[config.mk]
export PLATFORM = sky130hd
export DESIGN_NAME = audio_clock_source_select
export DESIGN_NICKNAME = d
export VERILOG_FILES = /design/src/core/clk_sel_pkg.sv /design/src/core/audio_clock_source_select.sv
export SDC_FILE = /design/constraint.sdc
export NUM_CORES = 1
export LEC_CHECK = 0
export ABC_AREA = 1
export ABC_CLOCK_PERIOD_IN_PS = 5150
export BUFFER_PORTS_ARGS = -buffer_cell sky130_fd_sc_hd__buf_2
export CAP_MARGIN = 20
export CORE_ASPECT_RATIO = 0.9
export CORE_MARGIN = 4
export CORE_UTILIZATION = 64
export CTS_CLUSTER_SIZE = 8
export DETAILED_ROUTE_END_ITERATION = 8
export PLACE_DENSITY = 0.83
export SKIP_LAST_GASP = 1
export SLEW_MARGIN = 20
export SYNTH_ARGS = -nofsm -noshare
export SYNTH_HDL_FRONTEND = slang
export SYNTH_SLANG_ARGS = --single-unit
export TNS_END_PERCENT = 50
[constraint.sdc]
create_clock -name pclk -period 5.15 [get_ports pclk]
set_input_delay 1.03 -clock pclk [delete_from_list [all_inputs] [get_ports pclk]]
set_output_delay 1.03 -clock pclk [all_outputs]
set_load 0.05 [all_outputs]
[src/core/clk_sel_pkg.sv]
package clk_sel_pkg;

	// ----------------------------------------------------------------
	// Types
	// ----------------------------------------------------------------
	typedef enum logic [2:0] {
		SRC_INTERNAL, SRC_WORD, SRC_OPTICAL, SRC_AES, SRC_MADI
	} source_type;
	typedef enum logic [1:0] {IN_NO_SIGNAL, IN_LOCKED, IN_SYNCED}
		input_state_type;
	typedef enum logic [1:0] {SPEED_SINGLE, SPEED_DOUBLE, SPEED_QUAD}
		speed_type;
	// Per input view: lock flag, reported state and period in cycles
	typedef struct packed {
		logic lock;
		input_state_type state;
		logic [13:0] period;
	} input_status_type;

	// ----------------------------------------------------------------
	// Timing
	// ----------------------------------------------------------------
	localparam int NUM_IN = 4;
	localparam int CLK_PERIOD_NS = 4;
	localparam int LOSS_NS = 62500;
	localparam int LOSS_CYCLES = LOSS_NS / CLK_PERIOD_NS;
	localparam int MIN_PERIOD_NS = 5000;
	localparam logic [13:0] MIN_PERIOD_CYC =
		14'((MIN_PERIOD_NS + CLK_PERIOD_NS - 1) / CLK_PERIOD_NS);
	localparam int DOUBLE_EDGE_NS = 14286;
	localparam logic [13:0] DOUBLE_EDGE_CYC =
		14'(DOUBLE_EDGE_NS / CLK_PERIOD_NS);
	localparam int QUAD_EDGE_NS = 7143;
	localparam logic [13:0] QUAD_EDGE_CYC =
		14'(QUAD_EDGE_NS / CLK_PERIOD_NS);
	localparam int TOL_NS = 200;
	localparam logic [13:0] TOL_CYC = 14'(TOL_NS / CLK_PERIOD_NS);

	// ----------------------------------------------------------------
	// Register map
	// ----------------------------------------------------------------
	localparam logic [7:0] OFS_CTRL = 8'h00;
	localparam logic [7:0] OFS_SOURCE = 8'h04;
	localparam logic [7:0] OFS_SYNC = 8'h08;
	localparam logic [7:0] OFS_PERIOD0 = 8'h0c;
	localparam logic [7:0] OFS_PERIOD3 = 8'h18;
	localparam logic [7:0] OFS_IRQ_STAT = 8'h1c;
	localparam logic [7:0] OFS_IRQ_EN = 8'h20;
	localparam logic [7:0] OFS_IRQ_CLR = 8'h24;
	localparam int CTRL_MODE_BIT = 0;
	localparam int CTRL_PREF_LSB = 1;
	localparam int CTRL_RATE_LSB = 4;
	localparam logic [6:0] CTRL_RESET = 7'h20;
	localparam int IRQ_SRC_CHANGE = 0;
	localparam int IRQ_LOCK_LOST = 1;

	// ----------------------------------------------------------------
	// Rates and channel counts
	// ----------------------------------------------------------------
	localparam logic [2:0] RATE_88K2 = 3'h3;
	localparam logic [2:0] RATE_176K4 = 3'h5;
	localparam logic [3:0] OPT_CH_SINGLE = 4'h8;
	localparam logic [3:0] OPT_CH_DOUBLE = 4'h4;
	localparam logic [3:0] OPT_CH_QUAD = 4'h2;
	localparam logic [6:0] MADI_CH_SINGLE = 7'h40;
	localparam logic [6:0] MADI_CH_DOUBLE = 7'h20;
	localparam logic [6:0] MADI_CH_QUAD = 7'h10;

endpackage : clk_sel_pkg

[src/core/audio_clock_source_select.sv]
`timescale 1ns/100ps
// Summary of operation
// - Auto mode keeps watching every input for validity
// - Valid input replaces oscillator and becomes source
// - Lost reference moves to another valid input, else internal master clock
// - In auto mode the preferred input wins whenever it is valid
// - Otherwise scan other inputs in turn
// - No valid input anywhere selects internal mode
// - Each input reports none, locked or synced
// - Unmeasurable rate reads as no lock
// - Classify double and quad speed, drop channels
// - Spread samples over two or four slots
// - Optical port carries 8, 4 or 2 channels
// - MADI carries 64, 32 or 16 channels
// - Slave rate overrides host rate request
module audio_clock_source_select #(
	parameter logic [13:0] LOSS_CYCLES = 14'(clk_sel_pkg::LOSS_CYCLES)
) (
	input wire logic pclk,
	input wire logic presetn,
	input wire logic psel,
	input wire logic penable,
	input wire logic pwrite,
	input wire logic [7:0] paddr,
	input wire logic [31:0] pwdata,
	output logic [31:0] prdata,
	output logic pready,
	output logic pslverr,
	input wire logic [3:0] ref_clk_in,
	output clk_sel_pkg::source_type source_q,
	output logic master_q,
	output clk_sel_pkg::speed_type speed_q,
	output logic [2:0] internal_rate_q,
	output logic [2:0] slots_per_channel_q,
	output logic [3:0] optical_channels_q,
	output logic [6:0] madi_channels_q,
	output logic irq_q
);

	// ----------------------------------------------------------------
	// Helpers
	// ----------------------------------------------------------------
	function automatic logic near(input logic [13:0] a, b);
		logic [13:0] d;
		d = (a > b) ? a - b : b - a;
		return d <= clk_sel_pkg::TOL_CYC;
	endfunction : near

	function automatic clk_sel_pkg::speed_type period_speed(
		input logic [13:0] p);
		if (p < clk_sel_pkg::QUAD_EDGE_CYC)
			return clk_sel_pkg::SPEED_QUAD;
		else if (p < clk_sel_pkg::DOUBLE_EDGE_CYC)
			return clk_sel_pkg::SPEED_DOUBLE;
		return clk_sel_pkg::SPEED_SINGLE;
	endfunction : period_speed

	function automatic clk_sel_pkg::speed_type rate_speed(
		input logic [2:0] r);
		if (r >= clk_sel_pkg::RATE_176K4)
			return clk_sel_pkg::SPEED_QUAD;
		else if (r >= clk_sel_pkg::RATE_88K2)
			return clk_sel_pkg::SPEED_DOUBLE;
		return clk_sel_pkg::SPEED_SINGLE;
	endfunction : rate_speed

	// ----------------------------------------------------------------
	// Input synchronisers and edge detection
	// ----------------------------------------------------------------
	logic [3:0] meta_q, sync_q, hist_q, rise;
	// Two flops before anything looks at the reference pins
	always_ff @(posedge pclk or negedge presetn) begin
		if (!presetn) begin
			meta_q <= 4'h0;
			sync_q <= 4'h0;
			hist_q <= 4'h0;
		end else begin
			meta_q <= ref_clk_in;
			sync_q <= meta_q;
			hist_q <= sync_q;
		end
	end
	assign rise = sync_q & ~hist_q;

	// ----------------------------------------------------------------
	// Period measurement and lock detection
	// ----------------------------------------------------------------
	logic [13:0] cnt_q [4];
	logic [13:0] period_q [4];
	logic [3:0] lock_q, lock_prev_q, lost;
	// Lock needs two matching periods inside the legal band, so one
	// glitch edge cannot make an input look valid
	always_ff @(posedge pclk or negedge presetn) begin
		if (!presetn) begin
			for (int i = 0; i < 4; i++) begin
				cnt_q[i] <= 14'h0;
				period_q[i] <= 14'h0;
			end
			lock_q <= 4'h0;
			lock_prev_q <= 4'h0;
		end else begin
			lock_prev_q <= lock_q;
			for (int i = 0; i < 4; i++) begin
				if (rise[i]) begin
					cnt_q[i] <= 14'h1;
					period_q[i] <= cnt_q[i];
					lock_q[i] <= cnt_q[i] >= clk_sel_pkg::MIN_PERIOD_CYC &&
						near(cnt_q[i], period_q[i]);
				end else if (cnt_q[i] >= LOSS_CYCLES) begin
					period_q[i] <= 14'h0;
					lock_q[i] <= 1'b0;
				end else begin
					cnt_q[i] <= cnt_q[i] + 14'h1;
				end
			end
		end
	end
	assign lost = lock_prev_q & ~lock_q;

	// ----------------------------------------------------------------
	// Control register fields
	// ----------------------------------------------------------------
	logic [6:0] ctrl_q;
	logic mode_internal;
	logic [1:0] pref_idx;
	logic [2:0] rate_cfg;
	assign mode_internal = ctrl_q[clk_sel_pkg::CTRL_MODE_BIT];
	assign pref_idx = ctrl_q[clk_sel_pkg::CTRL_PREF_LSB +: 2];
	assign rate_cfg = ctrl_q[clk_sel_pkg::CTRL_RATE_LSB +: 3];

	// ----------------------------------------------------------------
	// Source selection
	// ----------------------------------------------------------------
	logic [1:0] cur_idx, scan_q;
	logic cur_ok, pref_ok, any_lock;
	clk_sel_pkg::source_type src_d, pref_src, scan_src;
	assign cur_idx = 2'(source_q - 3'h1);
	assign cur_ok = source_q != clk_sel_pkg::SRC_INTERNAL &&
		lock_q[cur_idx];
	assign pref_ok = lock_q[pref_idx];
	assign any_lock = |lock_q;
	assign pref_src = clk_sel_pkg::source_type'({1'b0, pref_idx} + 3'h1);
	assign scan_src = clk_sel_pkg::source_type'({1'b0, scan_q} + 3'h1);
	// Priority: forced internal, preferred, keep current, scan, fallback
	assign src_d = mode_internal ? clk_sel_pkg::SRC_INTERNAL :
		pref_ok ? pref_src :
		cur_ok ? source_q :
		lock_q[scan_q] ? scan_src :
		!any_lock ? clk_sel_pkg::SRC_INTERNAL :
		source_q;

	// ----------------------------------------------------------------
	// Per input status
	// ----------------------------------------------------------------
	clk_sel_pkg::input_status_type in_stat [4];
	logic [13:0] sel_period;
	assign sel_period = period_q[cur_idx];
	// Synced means same rate as the reference we run on
	always_comb begin
		for (int i = 0; i < 4; i++) begin
			in_stat[i].lock = lock_q[i];
			in_stat[i].period = lock_q[i] ? period_q[i] : 14'h0;
			if (!lock_q[i])
				in_stat[i].state = clk_sel_pkg::IN_NO_SIGNAL;
			else if (!master_q && (2'(i) == cur_idx ||
				near(period_q[i], sel_period)))
				in_stat[i].state = clk_sel_pkg::IN_SYNCED;
			else
				in_stat[i].state = clk_sel_pkg::IN_LOCKED;
		end
	end

	// ----------------------------------------------------------------
	// Speed range and channel counts
	// ----------------------------------------------------------------
	clk_sel_pkg::speed_type speed_d;
	// External rate rules while slaved; host rate only when master
	assign speed_d = (src_d == clk_sel_pkg::SRC_INTERNAL) ?
		rate_speed(rate_cfg) :
		period_speed(period_q[2'(src_d - 3'h1)]);

	// Selection, scan pointer and the rate-derived outputs
	always_ff @(posedge pclk or negedge presetn) begin
		if (!presetn) begin
			source_q <= clk_sel_pkg::SRC_INTERNAL;
			master_q <= 1'b1;
			scan_q <= 2'h0;
			speed_q <= clk_sel_pkg::SPEED_SINGLE;
			internal_rate_q <=
				clk_sel_pkg::CTRL_RESET[clk_sel_pkg::CTRL_RATE_LSB +: 3];
		end else begin
			source_q <= src_d;
			master_q <= src_d == clk_sel_pkg::SRC_INTERNAL;
			scan_q <= scan_q + 2'h1;
			speed_q <= speed_d;
			internal_rate_q <= rate_cfg;
		end
	end

	// Channels that the speed range cannot carry disappear
	always_comb begin
		case (speed_q)
			clk_sel_pkg::SPEED_QUAD: begin
				optical_channels_q = clk_sel_pkg::OPT_CH_QUAD;
				madi_channels_q = clk_sel_pkg::MADI_CH_QUAD;
				slots_per_channel_q = 3'h4;
			end
			clk_sel_pkg::SPEED_DOUBLE: begin
				optical_channels_q = clk_sel_pkg::OPT_CH_DOUBLE;
				madi_channels_q = clk_sel_pkg::MADI_CH_DOUBLE;
				slots_per_channel_q = 3'h2;
			end
			default: begin
				optical_channels_q = clk_sel_pkg::OPT_CH_SINGLE;
				madi_channels_q = clk_sel_pkg::MADI_CH_SINGLE;
				slots_per_channel_q = 3'h1;
			end
		endcase
	end

	// ----------------------------------------------------------------
	// APB slave and interrupts
	// ----------------------------------------------------------------
	logic setup, wr, hit, clr_wr;
	logic [1:0] stat_q, en_q, ev, stat_d, en_d;
	logic [31:0] rd_d;
	assign setup = psel && !penable;
	assign wr = psel && penable && pwrite;
	assign clr_wr = wr && paddr == clk_sel_pkg::OFS_IRQ_CLR;
	assign hit = paddr <= clk_sel_pkg::OFS_IRQ_CLR && paddr[1:0] == 2'h0;
	assign pready = 1'b1;
	assign pslverr = psel && penable && !hit;
	assign ev = {|lost, src_d != source_q};
	// Next status and enable; the irq level is built from both
	assign stat_d = (stat_q & ~(clr_wr ? pwdata[1:0] : 2'h0)) | ev;
	assign en_d = (wr && paddr == clk_sel_pkg::OFS_IRQ_EN) ?
		pwdata[1:0] : en_q;
	// Read mux; write-only clear reads as zero
	assign rd_d = paddr == clk_sel_pkg::OFS_CTRL ? {25'h0, ctrl_q} :
		paddr == clk_sel_pkg::OFS_SOURCE ? {15'h0, madi_channels_q,
			optical_channels_q, speed_q, master_q, source_q} :
		paddr == clk_sel_pkg::OFS_SYNC ? {24'h0, in_stat[3].state,
			in_stat[2].state, in_stat[1].state, in_stat[0].state} :
		(paddr >= clk_sel_pkg::OFS_PERIOD0 &&
			paddr <= clk_sel_pkg::OFS_PERIOD3) ?
			{18'h0, in_stat[2'(paddr[7:2] - 6'h3)].period} :
		paddr == clk_sel_pkg::OFS_IRQ_STAT ? {30'h0, stat_q} :
		paddr == clk_sel_pkg::OFS_IRQ_EN ? {30'h0, en_q} : 32'h0;

	// Sticky status: a new event beats a clear in the same cycle
	always_ff @(posedge pclk or negedge presetn) begin
		if (!presetn) begin
			ctrl_q <= clk_sel_pkg::CTRL_RESET;
			en_q <= 2'h0;
			stat_q <= 2'h0;
			irq_q <= 1'b0;
			prdata <= 32'h0;
		end else begin
			if (wr && paddr == clk_sel_pkg::OFS_CTRL)
				ctrl_q <= pwdata[6:0];
			en_q <= en_d;
			stat_q <= stat_d;
			irq_q <= |(stat_d & en_d); // Follows a new enable at once
			if (setup)
				prdata <= rd_d;
		end
	end
endmodule : audio_clock_source_select

==> results of run 1 <==
[sequential cells by signal, indices dropped and copies added (netlist names)]
signal and count:
cnt_q 56, period_q 56, prdata 17, ctrl_q 7
hist_q 4, lock_prev_q 4, lock_q 4, meta_q 4
sync_q 4, internal_rate_q 3, source_q 3, en_q 2
scan_q 2, speed_q 2, stat_q 2, irq_q 1
master_q 1
[worst min-delay path by stage]
stage | start | endpoint | slack (ns) | cells past startpoint
final | meta_q[3] | sync_q[3] | 0.35 | 0
after global routing | meta_q[3] | sync_q[3] | 0.37 | 0
after CTS | meta_q[3] | sync_q[3] | 0.35 | 0
after detailed placement | meta_q[0] | sync_q[0] | 0.34 | 0
after global placement | meta_q[3] | sync_q[3] | 0.33 | 0
after floorplan | meta_q[0] | sync_q[0] | 0.33 | 0
[synthesized netlist by cell type (all sizes together) (3+ instances only)]
library cell,instances
nor4,6
o221ai,14
a21oi,249
a211oi,7
dfrtp,169
and2,4
o211ai,11
dfstp,3
clkbuf,38
clkinv,5
a31oi,15
xor2,95
o31ai,9
nor3,55
o311ai,3
nor2,270
nand3,193
fa,16
o22ai,77
nand4,39
buf,61
nand3b,10
nand2,947
o21ai,167
a32oi,13
o2111ai,5
a21o,17
inv,493
or2,6
ha,249
a221oi,6
xnor2,14
o21bai,20
[per-layer routing]
layer	up-vias	wire [µm]	part of all wire	GRT usage
li1	10700	-	-	-
met3	261	8740	0.12	0.0860
met1	10700	29900	0.41	0.556
met2	1480	31800	0.43	0.601
met5	-	0	0	0
met4	0	3250	0.044	0.151
[metrics by stage]
step / hold WS (ns) / power [mW] / instances / worst slack [ns] / area (µm²)
after global placement: 0.332 / 11.0 / 3716 / 0.458 / 21600
after detailed placement: 0.336 / 11.3 / 3716 / 0.431 / 21600
final: 0.350 / 12.9 / 3748 / 0.324 / 22200
after CTS: 0.353 / 12.6 / 3748 / 0.398 / 22200
after global routing: 0.372 / 14.2 / 3748 / 0.108 / 22200
after floorplan: 0.331 / 9.38 / 3318 / 0.371 / 21200
[power by group through the flow]
stage	sequential (mW)	combinational, mW	clock [mW]
after floorplan	1.66	7.72	0
after global placement	1.73	9.25	0
after detailed placement	1.74	9.54	0
after CTS	1.71	9.60	1.29
after global routing	1.74	11.1	1.36
final	1.73	9.90	1.30
[layout make-up]
type / instances / area, µm² / share of cell area
Clock inverter: 14 / 149 / 0.00671
Timing Repair Buffer: 81 / 467 / 0.0210
Tap cell: 416 / 520 / 0.0234
Sequential cell: 172 / 4310 / 0.194
Clock buffer: 18 / 429 / 0.0193
Multi-Input combinational cell: 2549 / 14500 / 0.651
Inverter: 498 / 1870 / 0.0842
[worst max-delay path, delay by kind of cell (launching register included)]
kind | cells | cell delay (ns)
AND/OR/NAND/NOR | 13 | 1.16
adder cells (fa/ha/maj) | 3 | 1.07
AO/OA/AOI/OAI | 3 | 0.97
buffers and inverters | 3 | 0.85
flip-flops | 1 | 0.51
XOR/XNOR | 1 | 0.16
[cell families (layout without fill, tap and decap cells)]
| group | count (synthesis) | after routing | synth area share |
|---|---|---|---|
| AO/OA/AOI/OAI | 623 | 623 | 0.171 |
| XOR/XNOR | 109 | 109 | 0.0452 |
| adder cells (fa/ha/maj) | 265 | 265 | 0.163 |
| buffers and inverters | 597 | 611 | 0.116 |
| other | 2 | 21 | 0.000355 |
| flip-flops | 172 | 172 | 0.204 |
| AND/OR/NAND/NOR | 1531 | 1531 | 0.301 |
==> out/metrics.cfg, run 1 <==
[final_layout]
finish.utilization = 0.688
mostFrequentLayoutCells = 929 x nand2_1, 472 x inv_1, 263 x nor2_1
layout-drive-gt1-share = 0.0549
diodes = 0
syn2layout_area_growth_pct = 5.06
nFillCells = 2832
layout.cells.most_common = nand2_1
layout.nets = 3633

[sta]
fin_crit_sh = 0.937
clock.fmax_mhz = 207
final-max-slew-violation-count = 0
skew_ns = 0.0125
tns_ns = 0
slew_headroom = 0.374
worst_slew_pin_slew_ns = 0.939
setup_viol_count_final = 0
min_period_ns = 4.83
finalHoldViolCount = 0
rsz0062_at_grt = false

[worst_setup_path]
crit_start = source_q[1]
crit_type = reg2reg
end_kind = register
r2r_start = source_q[1]
r2r-end = prdata[4]
cp.required_ns = 5.50
crit_slowest_cell = dfrtp_1
slowest_delay_ns = 0.51
path_cells = inv_1 -> ha_1 -> inv_2 -> a21oi_1 -> a32oi_2 -> inv_1 -> ha_1 -> fa_1 -> o21ai_0 -> nand2_1 -> nand3_1 -> nand3_1 -> nand2_1 -> xor2_1 -> nand3_1 -> nand2_1 -> nand2_1 -> nand2_1 -> nand2_1 -> nand2_1 -> nand2_1 -> nand2_1 -> nand2_1
cp.arrival_ns = 5.17
reg2reg_depth = 23
r2r_slack_ns = 0.32
cp_common_cell = nand2_1
worst-path-max-fanout = 28
start_kind = register
crit_end = prdata[4]

[clocking]
cts_resized = 0
numClockSinks = 172
htreeDepth = 4
post_cts_buffers = 0
clkTransAtPathRegs_ns = 0.07
cts_root_buf = clkbuf_16
cts-buffers-inserted = 17
clockBufferDepth = 2
clkLatencyLatePin_ns = 0.46
tritoncts = done
ctsHoldBuffers = 0

[yosys]
syn_avg_cell_area_um2 = 6.41
synthesis.area_um2 = 21100
synth_area_leaders = dfrtp_1 20%, nand2_1 17%, ha_1 15%
synth-async-reset-ratio = 1.00
synth_seq_cells = 172
yosys_warnings = 0
synth-edff-count = 0
syn_inst = 3299
synth_top_area_share = 0.200
yosysUniqueCellTypes = 61
yosysSeqAreaShare = 0.204
synth_ff_type = dfrtp_1
synth_top_area_cell = dfrtp_1

[global_routing]
grt.total_usage = 0.397
antenna_found_initial = 0
grt_first_pass_wirelength_mm = 115
grt_max_degree = 91
grt_overflow = 0
grt_pass1_vias = 21500

[drt]
wl_mm = 73.7
route.detailed.drc = 0
wl_per_cell_um = 19.7
dr.pass1.iters = 7
viasPerCell = 6.17
vias = 23100
drtAntennaViolNets = 0
drt_iter0_drc = 3365

[placed_design]
port_buffers = 60
gp_congestion = 1.09
dp_hpwl_mm = 58.0

[worst_hold_path]
hp-class = reg2reg

[floorplan]
die_h_um = 180
die_area_um2 = 36000
boundaryPins = 107
core_um2 = 32300
die_w_um = 200
num_rows = 62
start_util = 0.655

[pwr]
p_leak_nw = 12.4
clockPowerShare = 0.100
ir_worst_vdd_mv = 0.721
pwr-share-seq = 0.134
swShare = 0.572
p_sw_mw = 7.39
cellPowerDensity_nw_per_um2 = 582
p_int_mw = 5.53
power_frac_comb = 0.766

[job]
cap_violations = 0

[run_status]
status = completed

Note: power is estimated with default switching activity, not from simulation.
==> run 2: changes to the inputs <==
Settings changed: ABC_CLOCK_PERIOD_IN_PS 5150 to 4500.
Clock period 5.15 ns to 4.5 ns, I/O delays scaled along.
==> out/metrics.cfg, run 2 (synthesis results as in run 1) <==
[pwr]
ir_worst_vdd_mv = 0.592
finalPower_mw = 15.0
cellPowerDensity_nw_per_um2 = 666
p_leak_nw = 12.6

[worst_setup_path]
worst-path-max-fanout = 20
reg2reg_depth = 24
crit_buf_inv = 4
slowest_delay_ns = 0.44
crit_type = reg2reg
end_kind = register
cpLargestDelayFamily = simple AND/OR/NAND/NOR gates
start_kind = register
path_cells = inv_2 -> ha_1 -> inv_4 -> a21oi_1 -> a32oi_1 -> buf_4 -> inv_1 -> ha_1 -> fa_1 -> o21ai_0 -> nand2_1 -> nand3_1 -> nand3_1 -> nand2_1 -> xor2_1 -> nand3_1 -> nand2_1 -> nand2_1 -> nand2_1 -> nand2_1 -> nand2_1 -> nand2_1 -> nand2_1 -> nand2_1
crit_cells = 24
r2r_slack_ns = 0.24
cp_common_cell = nand2_1
crit_slowest_cell = o21ai_0
cp.arrival_ns = 4.61
cp.required_ns = 4.85
crit_end = prdata[4]
crit_start = source_q[0]
r2r-end = prdata[4]
r2r_start = source_q[0]

[sta]
setup_ws_ns = 0.237
fin_crit_sh = 0.947
final-max-slew-violation-count = 0
tns_ns = 0
min_period_ns = 4.26
setup_viol_count_final = 0
holdWs_ns = 0.351
slew_headroom = 0.466
clock.fmax_mhz = 235
worst_slew_pin_slew_ns = 0.800
rsz0062_at_grt = false
finalHoldViolCount = 0
skew_ns = 0.0186

[floorplan]
start_util = 0.655
boundaryPins = 107
core_um2 = 32300
die_w_um = 200
die_h_um = 180
num_rows = 62
die_area_um2 = 36000

[clocking]
clockBufferDepth = 2
numClockSinks = 172
clkLatencyLatePin_ns = 0.46
htreeDepth = 4
cts-buffers-inserted = 17
clkTransAtPathRegs_ns = 0.08
tritoncts = done
cts_root_buf = clkbuf_16

[global_routing]
grt_max_degree = 89
grt_pass1_vias = 21400
grt_first_pass_wirelength_mm = 116
grt_overflow = 0
grt.total_usage = 0.401
antenna_found_initial = 0

[final_layout]
nFillCells = 2866
syn2layout_area_growth_pct = 6.29
layout-drive-gt1-share = 0.0634
mostFrequentLayoutCells = 929 x nand2_1, 471 x inv_1, 263 x nor2_1
diodes = 0
layout.cells.most_common = nand2_1
fin_cells = 3773
top_regs = cnt_q: 56 flops, period_q: 56 flops, prdata: 17 flops
layout.nets = 3658

[job]
cap_violations = 0

[drt]
wl_mm = 74.3
vias = 23200
dr.pass1.iters = 6
wl_per_cell_um = 19.7
route.detailed.drc = 0
drt_iter0_drc = 3448
viasPerCell = 6.16
drtAntennaViolNets = 0

[placed_design]
dp_hpwl_mm = 58.3
place_worst_setup_slack_ns = 0.223
port_buffers = 60
post-place-cells = 3741
gp_congestion = 1.08

[run_status]
status = completed

[worst_hold_path]
hp-class = reg2reg

==> run 2: cell count changes in the layout (fill, tap and decap cells not counted) <==
cell	before	now
buf_4	21	46
inv_6	6	2
a32oi_1	12	9
a32oi_2	1	4
bufinv_16	0	2
inv_8	2	4
a21oi_1	247	246
a21oi_2	2	3
clkbuf_8	1	2
clkinv_4	2	1
clkinv_8	3	2
clkinvlp_4	1	2
inv_1	472	471
inv_4	0	1
==> run 2: layer usage <==
| metal | track usage | share of wire |
|---|---|---|
| met5 | 0 | 0 |
| met4 | 0.149 | 0.048 |
| met3 | 0.0890 | 0.13 |
| met2 | 0.598 | 0.42 |
| met1 | 0.571 | 0.41 |
==> run 2: power by group <==
| group | internal [mW] | total [mW] | switching (mW) |
|---|---|---|---|
| Sequential | 1.69 | 2.01 | 0.312 |
| Combinational | 3.94 | 11.3 | 7.40 |
| Clock | 0.862 | 1.60 | 0.739 |
| Total | 6.50 | 15.0 | 8.46 |
==> run 2: cell type report <==
cell class | count | area (µm²) | area share
Multi-Input combinational cell | 2549 | 14500 | 0.645
Timing Repair Buffer | 106 | 654 | 0.0291
Clock inverter | 13 | 179 | 0.00797
Tap cell | 416 | 520 | 0.0232
Inverter | 498 | 1870 | 0.0833
Sequential cell | 172 | 4310 | 0.192
Clock buffer | 19 | 443 | 0.0197
==> run 2: timing repair <==
action	4_1_cts	5_1_grt
endpoints found under the setup margin	0	6
hold buffers	0	0
resized for setup	0	7
setup buffers	0	0
==> run 2: worst min path at each step <==
| stage | startpoint | end | slack [ns] | depth (start not counted) |
|---|---|---|---|---|
| 2_1_floorplan | meta_q[0] | sync_q[0] | 0.33 | 0 |
| 3_3_place_gp | meta_q[0] | sync_q[0] | 0.33 | 0 |
| 3_5_place_dp | meta_q[0] | sync_q[0] | 0.34 | 0 |
| 4_1_cts | meta_q[0] | sync_q[0] | 0.35 | 0 |
| 5_1_grt | meta_q[0] | sync_q[0] | 0.36 | 0 |
| 6_report | meta_q[3] | sync_q[3] | 0.35 | 0 |
==> run 2: metrics by stage <==
stage / cell area, µm² / utilization
3_3_place_gp: 21800 / 0.676
6_report: 22500 / 0.696
3_5_place_dp: 21800 / 0.676
5_1_grt: 22500 / 0.696
2_1_floorplan: 21200 / -
4_1_cts: 22400 / 0.695
